**src/rtl/switch_node_cfg_pkg.sv**
```systemverilog
// constants for the switching-node configuration register bank
package switch_node_cfg_pkg;

    // register numbers used by configuration reads and writes
    localparam int              REG_NUM_W        = 8;
    localparam int              DATA_W           = 32;
    localparam logic [7:0]      REG_IDENT        = 8'h00;
    localparam logic [7:0]      REG_DESCR        = 8'h01;
    localparam logic [7:0]      REG_LOCK_HDR     = 8'h04;
    localparam logic [7:0]      REG_NODE_ADDR    = 8'h05;
    localparam logic [7:0]      REG_PLL          = 8'h06;
    localparam logic [7:0]      REG_SWITCH_RATIO = 8'h07;
    localparam logic [7:0]      REG_REF_RATIO    = 8'h08;
    localparam logic [7:0]      REG_ROUTE_LOW    = 8'h0c;
    localparam logic [7:0]      REG_ROUTE_HIGH   = 8'h0d;
    localparam logic [7:0]      REG_DEBUG_LINE   = 8'h10;
    localparam logic [7:0]      REG_DEBUG_ORIGIN = 8'h1f;

    // identification and description field positions
    localparam int              ID_CHIP_LSB      = 24;
    localparam int              ID_MODE_LSB      = 16;
    localparam int              ID_REV_LSB       = 8;
    localparam int              ID_VER_LSB       = 0;
    localparam int              DESCR_LINKS_LSB  = 16;
    localparam int              DESCR_CORES_LSB  = 8;
    localparam int              DESCR_LPP_LSB    = 0;

    // lock and header-mode bits
    localparam int              LOCK_WRITE_BIT   = 31;
    localparam int              LOCK_PLL_BIT     = 8;
    localparam int              HEADER_MODE_BIT  = 0;

    // node address and direction tables
    localparam int              NODE_ADDR_W      = 16;
    localparam int              DIR_W            = 4;
    localparam int              DIR_IDX_W        = 4;

    // pll field layout
    localparam int              PLL_OD_LSB       = 23;
    localparam int              PLL_OD_W         = 3;
    localparam int              PLL_F_LSB        = 8;
    localparam int              PLL_F_W          = 13;
    localparam int              PLL_R_LSB        = 0;
    localparam int              PLL_R_W          = 7;
    localparam logic [31:0]     PLL_WRITE_MASK   = 32'h039fff7f;

    // clock ratio fields
    localparam int              RATIO_W          = 16;

    // debug line control and origin bits
    localparam int              DBG_CALL_EN_BIT  = 1;
    localparam int              DBG_PULL_EN_BIT  = 0;
    localparam int              ORIGIN_PIN_BIT   = 4;
    localparam int              ORIGIN_TILE_BIT  = 0;

    // reset values
    localparam logic [31:0]     LOCK_HDR_RESET     = 32'h00000000;
    localparam logic [15:0]     NODE_ADDR_RESET    = 16'h0000;
    localparam logic [15:0]     SWITCH_RATIO_RESET = 16'h0000;
    localparam logic [15:0]     REF_RATIO_RESET    = 16'h0003;
    localparam logic [31:0]     ROUTE_RESET        = 32'h00000000;
    localparam logic [1:0]      DEBUG_LINE_RESET   = 2'h0;
    localparam logic [1:0]      ORIGIN_RESET       = 2'h0;
    localparam logic [1:0]      BOOT_MODE_RESET    = 2'h0;

    // pll start values chosen by the sampled boot-select pins {b, a}
    localparam logic [31:0]     PLL_RESET_BOOT_SELECT_PIN_A  = 32'h00801003;
    localparam logic [31:0]     PLL_RESET_BOOT_SELECT_PIN_B  = 32'h00802003;
    localparam logic [31:0]     PLL_RESET_MODE2  = 32'h01001003;
    localparam logic [31:0]     PLL_RESET_MODE3  = 32'h01002003;

endpackage : switch_node_cfg_pkg

```
**src/rtl/ratio_tick_divider.sv**
```systemverilog
// programmable divider: one tick every (ratio + 1) clock cycles
`timescale 1ns/100ps
module ratio_tick_divider #(
    parameter int RATIO_W = 16
) (
    // clock and reset
    input  wire logic               i_ref_clk,
    input  wire logic               i_rst,
    // ratio
    input  wire logic [RATIO_W-1:0] i_ratio,
    // tick out
    output logic                    o_tick
);

    logic [RATIO_W-1:0] count;
    wire                wrap = (count >= i_ratio);

    // a lowered ratio takes effect at once, the counter never overshoots
    always_ff @(posedge i_ref_clk)
    begin
        if (i_rst)
        begin
            count  <= '0;
            o_tick <= 1'b0;
        end
        else
        begin
            count  <= wrap ? '0 : count + 1'b1;
            o_tick <= wrap;
        end
    end

endmodule : ratio_tick_divider

```
**src/rtl/switch_node_config_regs.sv**
```systemverilog
// configuration register bank of a packet-switching node
//
// Functional notes
// - registers are read and written by register number over the config port
// - identification: chip id, sampled boot pins, revision, version
// - description: read-only link count, core count, links per processor
// - lock bit 31 refuses every config write; resets to zero
// - lock bit 8 blocks pll settings updates; resets to zero
// - header bit 0 selects one-byte headers; software sets it on all nodes
// - writable 16-bit node address, reset zero, compared msb first
// - mismatching destination routes by entry of highest differing bit
// - low table: eight nibbles, positions 7..0, bit 7 in 31:28
// - high table: eight nibbles, positions 15..8, bit 15 in 31:28
// - accepted pll settings write pulses a tile reset
// - pll fields od, feedback, input divider; start values from boot pins
// - switch clock ratio is divider value plus one, resets zero
// - reference ratio is divider value plus one, resets to three
// - debug call enable lets debug line activity raise a core debug call
// - pull enable drives debug line low while in debug mode
`timescale 1ns/100ps
module switch_node_config_regs
    import switch_node_cfg_pkg::*;
#(
    parameter logic [7:0] CHIP_ID         = 8'h5a,  // arbitrary value
    parameter logic [7:0] REVISION        = 8'h01,  // arbitrary value
    parameter logic [7:0] VERSION         = 8'h01,  // arbitrary value
    parameter logic [7:0] LINK_COUNT      = 8'h08,
    parameter logic [7:0] CORE_COUNT      = 8'h01,
    parameter logic [7:0] LINKS_PER_CORE  = 8'h04
) (
    // clock and reset
    input  wire logic                          i_ref_clk,
    input  wire logic                          i_rst,
    // configuration read/write port
    input  wire logic                          i_cfg_wr_req,
    input  wire logic                          i_cfg_rd_req,
    input  wire logic [switch_node_cfg_pkg::REG_NUM_W-1:0] i_cfg_reg_num,
    input  wire logic [switch_node_cfg_pkg::DATA_W-1:0]    i_cfg_wdata,
    output logic                               o_cfg_wr_done,
    output logic                               o_cfg_wr_refused,
    output logic                               o_cfg_rd_done,
    output logic [switch_node_cfg_pkg::DATA_W-1:0]         o_cfg_rdata,
    // boot-select pins
    input  wire logic                          i_boot_select_pin_a,
    input  wire logic                          i_boot_select_pin_b,
    // routing lookup
    input  wire logic                          i_route_req,
    input  wire logic [switch_node_cfg_pkg::NODE_ADDR_W-1:0] i_route_dest,
    output logic                               o_route_valid,
    output logic                               o_route_local,
    output logic [switch_node_cfg_pkg::DIR_W-1:0]          o_route_direction,
    // node settings
    output logic                               o_one_byte_header,
    output logic [switch_node_cfg_pkg::NODE_ADDR_W-1:0]    o_node_addr,
    output logic [switch_node_cfg_pkg::PLL_OD_W-1:0]       o_pll_output_divider,
    output logic [switch_node_cfg_pkg::PLL_F_W-1:0]        o_pll_feedback_mult,
    output logic [switch_node_cfg_pkg::PLL_R_W-1:0]        o_pll_input_divider,
    output logic                               o_tile_reset,
    output logic                               o_switch_clk_tick,
    output logic                               o_ref_clk_tick,
    // debug request line (open drain) and core debug
    input  wire logic                          i_debug_line,
    output logic                               o_debug_line_out,
    output logic                               o_debug_line_oe,
    input  wire logic                          i_core_in_debug,
    input  wire logic                          i_tile_debug_event,
    output logic                               o_core_debug_call
);

    import switch_node_cfg_pkg::*;

    // register state
    logic                   write_lock;
    logic                   pll_lock;
    logic                   header_mode;
    logic [NODE_ADDR_W-1:0] node_addr;
    logic [31:0]            pll_settings;
    logic [RATIO_W-1:0]     switch_ratio;
    logic [RATIO_W-1:0]     ref_ratio;
    logic [31:0]            route_low;
    logic [31:0]            route_high;
    logic                   call_enable;
    logic                   pull_enable;
    logic                   origin_pin;
    logic                   origin_tile;

    // pin synchronisers and boot capture
    logic [1:0]             boot_meta;
    logic [1:0]             boot_sync;
    logic [1:0]             boot_mode;
    logic                   boot_captured;
    logic                   dbg_meta;
    logic                   dbg_sync;
    logic                   dbg_prev;

    // write decode
    wire wr_blocked   = i_cfg_wr_req && write_lock;
    wire wr_pll_block = i_cfg_wr_req && !write_lock && pll_lock
                        && (i_cfg_reg_num == REG_PLL);
    wire wr_ok        = i_cfg_wr_req && !write_lock;
    wire wr_lock_hdr  = wr_ok && (i_cfg_reg_num == REG_LOCK_HDR);
    wire wr_node_addr = wr_ok && (i_cfg_reg_num == REG_NODE_ADDR);
    wire wr_pll       = wr_ok && !pll_lock && (i_cfg_reg_num == REG_PLL);
    wire wr_sw_ratio  = wr_ok && (i_cfg_reg_num == REG_SWITCH_RATIO);
    wire wr_ref_ratio = wr_ok && (i_cfg_reg_num == REG_REF_RATIO);
    wire wr_route_lo  = wr_ok && (i_cfg_reg_num == REG_ROUTE_LOW);
    wire wr_route_hi  = wr_ok && (i_cfg_reg_num == REG_ROUTE_HIGH);
    wire wr_dbg_line  = wr_ok && (i_cfg_reg_num == REG_DEBUG_LINE);
    wire wr_origin    = wr_ok && (i_cfg_reg_num == REG_DEBUG_ORIGIN);

    // read words, reserved bits forced to zero
    wire [31:0] ident_word = {CHIP_ID, 6'h00, boot_mode, REVISION, VERSION};
    wire [31:0] descr_word = {8'h00, LINK_COUNT, CORE_COUNT, LINKS_PER_CORE};
    wire [31:0] lock_word  = {write_lock, 22'h000000, pll_lock, 7'h00, header_mode};
    wire [31:0] addr_word  = {16'h0000, node_addr};
    wire [31:0] sw_word    = {16'h0000, switch_ratio};
    wire [31:0] ref_word   = {16'h0000, ref_ratio};
    wire [31:0] dbg_word   = {30'h00000000, call_enable, pull_enable};
    wire [31:0] orig_word  = {27'h0000000, origin_pin, 3'h0, origin_tile};

    // unmapped register numbers read as zero
    wire [31:0] next_rdata =
        (i_cfg_reg_num == REG_IDENT)        ? ident_word   :
        (i_cfg_reg_num == REG_DESCR)        ? descr_word   :
        (i_cfg_reg_num == REG_LOCK_HDR)     ? lock_word    :
        (i_cfg_reg_num == REG_NODE_ADDR)    ? addr_word    :
        (i_cfg_reg_num == REG_PLL)          ? pll_settings :
        (i_cfg_reg_num == REG_SWITCH_RATIO) ? sw_word      :
        (i_cfg_reg_num == REG_REF_RATIO)    ? ref_word     :
        (i_cfg_reg_num == REG_ROUTE_LOW)    ? route_low    :
        (i_cfg_reg_num == REG_ROUTE_HIGH)   ? route_high   :
        (i_cfg_reg_num == REG_DEBUG_LINE)   ? dbg_word     :
        (i_cfg_reg_num == REG_DEBUG_ORIGIN) ? orig_word    : 32'h00000000;

    // pll start value selected by the captured boot pins
    wire [31:0] pll_start =
        (boot_sync == 2'h0) ? PLL_RESET_BOOT_SELECT_PIN_A :
        (boot_sync == 2'h1) ? PLL_RESET_BOOT_SELECT_PIN_B :
        (boot_sync == 2'h2) ? PLL_RESET_MODE2 : PLL_RESET_MODE3;

    // configuration port answer, one cycle after the request
    always_ff @(posedge i_ref_clk)
    begin
        if (i_rst)
        begin
            o_cfg_wr_done    <= 1'b0;
            o_cfg_wr_refused <= 1'b0;
            o_cfg_rd_done    <= 1'b0;
            o_cfg_rdata      <= 32'h00000000;
        end
        else
        begin
            o_cfg_wr_done    <= i_cfg_wr_req;
            o_cfg_wr_refused <= wr_blocked || wr_pll_block;
            o_cfg_rd_done    <= i_cfg_rd_req;
            o_cfg_rdata      <= i_cfg_rd_req ? next_rdata : o_cfg_rdata;
        end
    end

    // lock, header mode and node address
    always_ff @(posedge i_ref_clk)
    begin
        if (i_rst)
        begin
            write_lock  <= LOCK_HDR_RESET[LOCK_WRITE_BIT];
            pll_lock    <= LOCK_HDR_RESET[LOCK_PLL_BIT];
            header_mode <= LOCK_HDR_RESET[HEADER_MODE_BIT];
            node_addr   <= NODE_ADDR_RESET;
        end
        else
        begin
            if (wr_lock_hdr)
            begin
                write_lock  <= i_cfg_wdata[LOCK_WRITE_BIT];
                pll_lock    <= i_cfg_wdata[LOCK_PLL_BIT];
                header_mode <= i_cfg_wdata[HEADER_MODE_BIT];
            end
            if (wr_node_addr)
                node_addr <= i_cfg_wdata[NODE_ADDR_W-1:0];
        end
    end

    // pll settings; the start value is loaded once the pins are sampled
    always_ff @(posedge i_ref_clk)
    begin
        if (i_rst)
        begin
            pll_settings  <= PLL_RESET_BOOT_SELECT_PIN_A;
            boot_mode     <= BOOT_MODE_RESET;
            boot_captured <= 1'b0;
        end
        else if (!boot_captured)
        begin
            pll_settings  <= pll_start;
            boot_mode     <= boot_sync;
            boot_captured <= 1'b1;
        end
        else if (wr_pll)
            pll_settings <= i_cfg_wdata & PLL_WRITE_MASK;
    end

    // tile reset follows only accepted pll writes
    always_ff @(posedge i_ref_clk)
    begin
        if (i_rst)
            o_tile_reset <= 1'b0;
        else
            o_tile_reset <= wr_pll && boot_captured;
    end

    // clock ratios and direction tables
    always_ff @(posedge i_ref_clk)
    begin
        if (i_rst)
        begin
            switch_ratio <= SWITCH_RATIO_RESET;
            ref_ratio    <= REF_RATIO_RESET;
            route_low    <= ROUTE_RESET;
            route_high   <= ROUTE_RESET;
        end
        else
        begin
            if (wr_sw_ratio)
                switch_ratio <= i_cfg_wdata[RATIO_W-1:0];
            if (wr_ref_ratio)
                ref_ratio <= i_cfg_wdata[RATIO_W-1:0];
            if (wr_route_lo)
                route_low <= i_cfg_wdata;
            if (wr_route_hi)
                route_high <= i_cfg_wdata;
        end
    end

    // boot pins and debug line come from outside: two stages first
    always_ff @(posedge i_ref_clk)
    begin
        boot_meta <= {i_boot_select_pin_b, i_boot_select_pin_a};
        boot_sync <= boot_meta;
    end

    always_ff @(posedge i_ref_clk)
    begin
        if (i_rst)
        begin
            dbg_meta <= 1'b1;
            dbg_sync <= 1'b1;
            dbg_prev <= 1'b1;
        end
        else
        begin
            dbg_meta <= i_debug_line;
            dbg_sync <= dbg_meta;
            dbg_prev <= dbg_sync;
        end
    end

    // activity on the active-low line is a falling edge
    wire dbg_fall = dbg_prev && !dbg_sync;
    wire pin_event = dbg_fall && call_enable;

    // debug line control, call and event origin
    always_ff @(posedge i_ref_clk)
    begin
        if (i_rst)
        begin
            call_enable       <= DEBUG_LINE_RESET[DBG_CALL_EN_BIT];
            pull_enable       <= DEBUG_LINE_RESET[DBG_PULL_EN_BIT];
            o_core_debug_call <= 1'b0;
            o_debug_line_oe   <= 1'b0;
        end
        else
        begin
            if (wr_dbg_line)
            begin
                call_enable <= i_cfg_wdata[DBG_CALL_EN_BIT];
                pull_enable <= i_cfg_wdata[DBG_PULL_EN_BIT];
            end
            o_core_debug_call <= pin_event;
            o_debug_line_oe   <= pull_enable && i_core_in_debug;
        end
    end

    // a new event beats a software write in the same cycle
    always_ff @(posedge i_ref_clk)
    begin
        if (i_rst)
        begin
            origin_pin  <= ORIGIN_RESET[1];
            origin_tile <= ORIGIN_RESET[0];
        end
        else if (pin_event || i_tile_debug_event)
        begin
            origin_pin  <= pin_event;
            origin_tile <= i_tile_debug_event;
        end
        else if (wr_origin)
        begin
            origin_pin  <= i_cfg_wdata[ORIGIN_PIN_BIT];
            origin_tile <= i_cfg_wdata[ORIGIN_TILE_BIT];
        end
    end

    // routing lookup: highest differing bit picks the table nibble
    function automatic logic [DIR_IDX_W-1:0] top_mismatch(input logic [NODE_ADDR_W-1:0] diff);
        logic [DIR_IDX_W-1:0] idx;
        idx = '0;
        for (int b = 0; b < NODE_ADDR_W; b++)
            if (diff[b])
                idx = DIR_IDX_W'(b);
        return idx;
    endfunction : top_mismatch

    wire [NODE_ADDR_W-1:0] dest_diff  = i_route_dest ^ node_addr;
    wire                   dest_match = (dest_diff == '0);
    wire [DIR_IDX_W-1:0]   dir_index  = top_mismatch(dest_diff);
    wire [63:0]            route_all  = {route_high, route_low};
    wire [DIR_W-1:0]       dir_pick   = route_all[{dir_index, 2'b00} +: DIR_W];

    always_ff @(posedge i_ref_clk)
    begin
        if (i_rst)
        begin
            o_route_valid     <= 1'b0;
            o_route_local     <= 1'b0;
            o_route_direction <= '0;
        end
        else
        begin
            o_route_valid <= i_route_req;
            if (i_route_req)
            begin
                o_route_local     <= dest_match;
                o_route_direction <= dest_match ? '0 : dir_pick;
            end
        end
    end

    // clock ratio tick generators
    ratio_tick_divider #(
        .RATIO_W (RATIO_W)
    ) u_switch_div (
        .i_ref_clk (i_ref_clk),
        .i_rst     (i_rst),
        .i_ratio   (switch_ratio),
        .o_tick    (o_switch_clk_tick)
    );

    ratio_tick_divider #(
        .RATIO_W (RATIO_W)
    ) u_ref_div (
        .i_ref_clk (i_ref_clk),
        .i_rst     (i_rst),
        .i_ratio   (ref_ratio),
        .o_tick    (o_ref_clk_tick)
    );

    // settings outputs straight from registers
    assign o_one_byte_header    = header_mode;
    assign o_node_addr          = node_addr;
    assign o_pll_output_divider = pll_settings[PLL_OD_LSB +: PLL_OD_W];
    assign o_pll_feedback_mult  = pll_settings[PLL_F_LSB +: PLL_F_W];
    assign o_pll_input_divider  = pll_settings[PLL_R_LSB +: PLL_R_W];
    // open drain: only ever pulls low
    assign o_debug_line_out     = 1'b0;

endmodule : switch_node_config_regs
```
**config.mk**
```make
export PLATFORM = sky130hd
export DESIGN_NAME = switch_node_config_regs
export DESIGN_NICKNAME = d
export VERILOG_FILES = /design/src/rtl/switch_node_cfg_pkg.sv /design/src/rtl/ratio_tick_divider.sv /design/src/rtl/switch_node_config_regs.sv
export SDC_FILE = /design/constraint.sdc
export NUM_CORES = 1
export LEC_CHECK = 0
export ABC_AREA = 1
export BUFFER_PORTS_ARGS = -buffer_cell sky130_fd_sc_hd__buf_2
export CAP_MARGIN = 20
export CORE_UTILIZATION = 52
export DETAILED_ROUTE_END_ITERATION = 16
export PLACE_DENSITY = 0.77
export SLEW_MARGIN = 20
export SYNTH_ARGS = -nofsm -noshare
export SYNTH_HDL_FRONTEND = slang
export SYNTH_SLANG_ARGS = --single-unit
```
**constraint.sdc**
```tcl
create_clock -name i_ref_clk -period 2.37 [get_ports i_ref_clk]
set_clock_uncertainty 0.05 [all_clocks]
set_input_delay 0.3555 -clock i_ref_clk [delete_from_list [all_inputs] [get_ports i_ref_clk]]
set_output_delay 0.3555 -clock i_ref_clk [all_outputs]
set_load 0.01 [all_outputs]
```
Word level (Yosys, flattened, before mapping)
Cells that the tools add are included.
{ "op_classes": {"n_eq_ne": 13, "shift": 1, "bitwise": 1, "reduce_logical": 29, "mux": 37, "n_lt_le_gt_ge": 2, "addsub": 2} }
{ "ops": {"columns": ["cell", "count"], "rows": [
  ["$mux 32", 11],
  ["$shiftx 64x7->4", 1],
  ["$mux 4", 15],
  ["$mux 25", 2],
  ["$add 16x1->16 const B", 2],
  ["$eq 8x3->1 const B", 4],
  ["$ge 16x16->1", 2],
  ["$eq 8x4->1 const B", 3],
  ["$logic_and 1x1->1", 18],
  ["$eq 8x5->1 const B", 2],
  ["$logic_not 16->1", 1],
  ["$xor 16x16->16", 1],
  ["$mux 14", 1],
  ["$mux 5", 2],
  ["$eq 8x1->1 const B", 1],
  ["$logic_not 8->1", 1],
  ["$mux 1", 6],
  ["$reduce_or 2->1", 2],
  ["$logic_not 1->1", 3],
  ["$eq 2x1->1 const B", 1],
  ["$eq 2x2->1 const B", 1],
  ["$logic_not 2->1", 1],
  ["$logic_or 1x1->1", 2],
  ["$ne 2x1->1 const B", 1],
  ["$reduce_bool 2->1", 1]
]} }
{ "totals": {"word_cells": 119, "inputBits": 66, "register_bits": 239, "output_inout_bits": 87} }

Depth between registers and ports, before layout
{ "logic_depth": {"depth_word": 18, "depth_mapped": 25, "mapped_depth_nobuf": 24} }

By module
A second synthesis with hierarchy kept.
{ "hier_totals": {"cells_unflattened": 1519, "area_unflattened_um2": 11053.1} }
{ "modules_own_cells": {"columns": ["mod", "instances", "area_each_um2", "seq_area_each_um2", "cells_per_inst"], "rows": [
  ["switch_node_config_regs", 1, 8593.2, 3923.8, 1175],
  ["ratio_tick_divider", 2, 1229.9, 340.3, 172]
]} }

Least setup slack after synthesis
No wires, ideal clock.
{ "synth_timing": {"kind": "register to register", "start": "register u_ref_div.count[0]", "end": "register u_ref_div.count[11]", "stages_incl_launch_ff": 21, "path_slack_ns": 0.105, "arrival_time_ns": 2.145, "required_ns": 2.250, "period_less_slack_ns": 2.265, "n_path_buf": 2, "setup_time_ns": 0.070, "cell_sequence": "dfxtp_1 > inv_1 > ha_1 > o21ai_1 > a21boi_1 > o21ai_1 > nand2_1 > nand2_1 > nand2_1 > nand2_1 > nand2_1 > nand2_1 > nand2_1 > nand2_1 > nand2_1 > a21oi_1 > o211ai_1 > or2_1 > clkbuf_1 > buf_2 > a21oi_1"} }
{ "synth_via": {"elab_chain_cells": 2, "word_cells_on_any_way": 3, "classes_between": "1 x add/sub; 1 x order compare; 1 x reduce/logical"} }
{ "synth_lines": {"columns": ["element", "line_no", "source"], "rows": [
  ["from (decl)", "ratio_tick_divider.sv:15", "logic [RATIO_W-1:0] count;"],
  ["from (signal assigned)", "ratio_tick_divider.sv:28", "count <= wrap ? '0 : count + 1'b1;"],
  ["$ge 16x16->1", "ratio_tick_divider.sv:16", "wire wrap = (count >= i_ratio);"],
  ["$reduce_or 2->1 (no source line)", null, null]
]} }
Parallel ways exist; a longest one is shown, timed or not.
A chain may end at the register's enable or synchronous reset.

Final worst setup path
{ "layout_timing": {"start": "register node_addr[3], in the netlist o_node_addr[3]", "end": "register o_route_direction[0] (netlist name)"} }
{ "layout_via": {"elab_chain_cells": 16, "word_cells_on_any_way": 17, "classes_between": "1 x shift; 14 x mux; 1 x bitwise; 1 x reduce/logical"} }
{ "layout_lines": {"columns": ["element", "line_no", "source"], "rows": [
  ["from (decl)", "switch_node_config_regs.sv:76", "logic [NODE_ADDR_W-1:0] node_addr;"],
  ["from (signal assigned)", "switch_node_config_regs.sv:179", "node_addr <= i_cfg_wdata[NODE_ADDR_W-1:0];"],
  ["$xor 16x16->16 (*)", "switch_node_config_regs.sv:313", "wire [NODE_ADDR_W-1:0] dest_diff = i_route_dest ^ node_addr;"],
  ["$mux 4 (13 in series)", "switch_node_config_regs.sv:308", "if (diff[b])"],
  ["$shiftx 64x7->4", "switch_node_config_regs.sv:317", "wire [DIR_W-1:0] dir_pick = route_all[{dir_index, 2'b00} +: DIR_W];"],
  ["$mux 4 (*)", "switch_node_config_regs.sv:333", "o_route_direction <= dest_match ? '0 : dir_pick;"],
  ["to (signal assigned)", "switch_node_config_regs.sv:333", null],
  ["to (decl)", "switch_node_config_regs.sv:51", "output logic [switch_node_cfg_pkg::DIR_W-1:0] o_route_direction,"]
]} }
Mark *: on every way between the ends. The rest lies on a longest branch, timed or not.

==> run metrics <==
Root Buffer=clkbuf_16; chip width=146.1 um; area fraction of the dominant cell type after synthesis=42.63%; Worst Reg2Reg Path Length in Cells=20; CP max stage cell=dfxtp_1; worst-skew pair later-pin latency=0.54 ns; status=finished, violations left; layout cells sized above 1=20.49%; Site Rows=52; Max Root-Sink Buffers=3; HPWL Detailed=25.83 mm; routability congestion estimate=0.9637; Die ar.=21350 um^2; routed vias/inst=5.815; initial drt markers=1211; Warnings, synthesis=0; data required time of the worst path=2.78 ns; Fin. Hold Viols=0; Core ar.=20300 um^2; Detailed Route WL=35.59 mm; pin count of the biggest net entering global routing=47; VDD IR max=0.5764 mV; count of different cell masters after synthesis=52; Mapped Area=10800 um^2; setup violators final=1; vias in the first global route=10380; Worst-path clk slew=0.06 ns; initial antenna violation count=0; CTS H-tree depth=1; Setup CP Type=reg -> reg; most frequent CP cell=nand2_1; via count=11220; Yosys reg bits=230; Fillers=1758; crit path launch=o_node_addr[3]; Max Freq=0.4182 GHz; PnR worst setup slack=-0.02144 ns; Slew @ Worst Pin=0.8547 ns; Final ANT Viol Nets=0; pwr/cell area=665.9 nW/um^2; diodes inserted=0; Buffers on Ports=151; Crit Path Max Fanout=5; Post-synth EDFFs=0; I/O Pins=153; Synth Area per Inst=7.419 um^2; CTS buffer count=25; global-route usage over all layers=32.45%; TritonRoute pass-1 iters=5; sequential fraction of the synthesis area=42.63%; nature of the critical path startpoint=register; Setup crit end=o_route_direction[0]; failing checks=negative setup slack; routed len/inst=18.45 um; Mapped Cells=1456; Tmin final=2.391 ns; grt total ovfl=0; crit share post-route=100.9%; TritonCTS clock tree=yes; starting density of the core=53.21%; Setup crit end kind=register; async set-reset flop share out of synthesis=0%; fin. max-slew vios=0; Synth Flop Type=dfxtp_1; Syn Nets=1556; dpl ws=-0.2230 ns; leak pwr=5.615 nW; Die Ht=146.1 um; first-pass GRT wire length=55.03 mm; R2R Path Start=o_node_addr[3]; P&R area growth vs syn=23.76%; DR DRC count=0; CTS Sinks=230; max_cap viols=0; hold crit path type=in -> reg; reg2reg end=o_route_direction[0]; CP arrival=2.80 ns; max incr delay on CP=0.43 ns; Relative slew margins=42.76%; worst reg2reg setup slack=-0.02 ns; # nets final=1741; synth top area cells=dfxtp_1 (43%), nand2_1 (7.2%), a21oi_1 (6.6%); RSZ-0062 raised after global routing=yes; Yosys top cell by area=dfxtp_1; crit path cell chain=xnor2_2, nand2_1, nand2_1, nand2_1, nand2_1, nand2_1, nand2_1, nand2_1, nand2_1, nand2_1, nand2_1, nand2_2, nand2_8, buf_8, nand3_1, nand3_1, nand3_1, nand3_1, nand3_2, a21oi_2; final setup TNS=-0.02144 ns
## placed cells by master, fill, tap and decap left out, drive strengths merged, types with 33 or more instances in the layout
cell type | Yosys | layout
nor2 | 149 | 149
inv | 190 | 191
a21oi | 146 | 146
ha | 34 | 34
buf | 18 | 223
dfxtp | 230 | 230
nand3 | 108 | 108
clkbuf | 54 | 33
o21ai | 142 | 142
nand2 | 212 | 214
## flip-flops by register name (all words and copies together), names as in the netlist, 23 cells and up
register and flops:
o_cfg_rdata 32, route_high 32, route_low 32, pll_settings 23
## repair_timing
item	CTS	global route
cloned	0	3
gates resized for setup	9	41
hold endpoints to repair	4	0
buffers inserted	0	3
pin swaps	0	12
hold buffers	4	0
setup endpoints to repair	18	20
## worst min-delay path by stage
stage                          from            end  slack [ns]  depth (start not counted)
global route        i_cfg_wdata[27]  route_low[27]        0.04                          3
finish              i_cfg_wdata[27]  route_low[27]        0.03                          3
global placement       boot_meta[1]   boot_sync[1]        0.26                          0
detailed placement     boot_meta[1]   boot_sync[1]        0.26                          0
floorplan              boot_meta[0]   boot_sync[0]        0.26                          0
CTS                    i_cfg_wr_req  o_cfg_wr_done        0.02                          3
## power by group
part	switching (mW)	internal, mW	leakage (nW)	total (mW)
logic	0.480	0.283	3.33	0.762
clock network	1.63	2.55	0.428	4.18
registers	0.0389	3.92	1.86	3.96
## critical path, delay by kind of cell (launching register included)
family          cells  cell delay (ns)
xor+xnor            1             0.15
simple gates       17             1.36
compound gates      1             0.17
buf+inv             1             0.13
flops               1             0.43
## area by class of cell
type,count,area (um^2),area share (%)
clock buffer,32,671.9,5.026
clock inverter,13,200.2,1.498
multi-input combinational,964,5333,39.89
timing repair buffer,228,1481,11.08
tap,270,337.8,2.527
sequential,230,4619,34.56
inverter,192,724.4,5.419
## cell families after synthesis
logic type	synth area share, %
other	0.03472
adder cells (fa/ha/maj)	3.938
flip-flops	42.63
AND/OR/NAND/NOR	20.89
AO/OA/AOI/OAI	20.92
XOR/XNOR	1.958
buffers and inverters	9.637
## Yosys cell counts (all sizes together) (16+ instances only)
| cell type | count |
|---|---|
| a211oi | 25 |
| nand2 | 212 |
| clkbuf | 54 |
| o22ai | 16 |
| nand3 | 108 |
| ha | 34 |
| buf | 18 |
| nor3 | 21 |
| dfxtp | 230 |
| o221ai | 20 |
| o21ai | 142 |
| a21oi | 146 |
| inv | 190 |
| nor2 | 149 |
## per-layer routing
| metal | routed length [um] | vias up | track usage [%] |
|---|---|---|---|
| li1 | - | 5261 | - |
| met1 | 13870 | 5196 | 42.33 |
| met2 | 16310 | 654 | 53.31 |
| met3 | 3811 | 107 | 4.438 |
| met4 | 1605 | 0 | 14.84 |
| met5 | 0 | - | 0 |
## through the flow
stage                     hold WS [ns]  std cells  instance area [um^2]  utilization, %  total power [mW]
after floorplan                 0.2596       1456                 10800               -             4.435
after global placement          0.2605       1874                 12170           59.94             4.707
after detailed placement        0.2643       1874                 12170           59.94             4.720
after CTS                      0.02263       1923                 13110           64.56             8.830
after global routing           0.04308       1929                 13370           65.85             9.118
final                          0.02595       1929                 13370           65.85             8.901
Note: power is estimated with default switching activity, not from simulation.
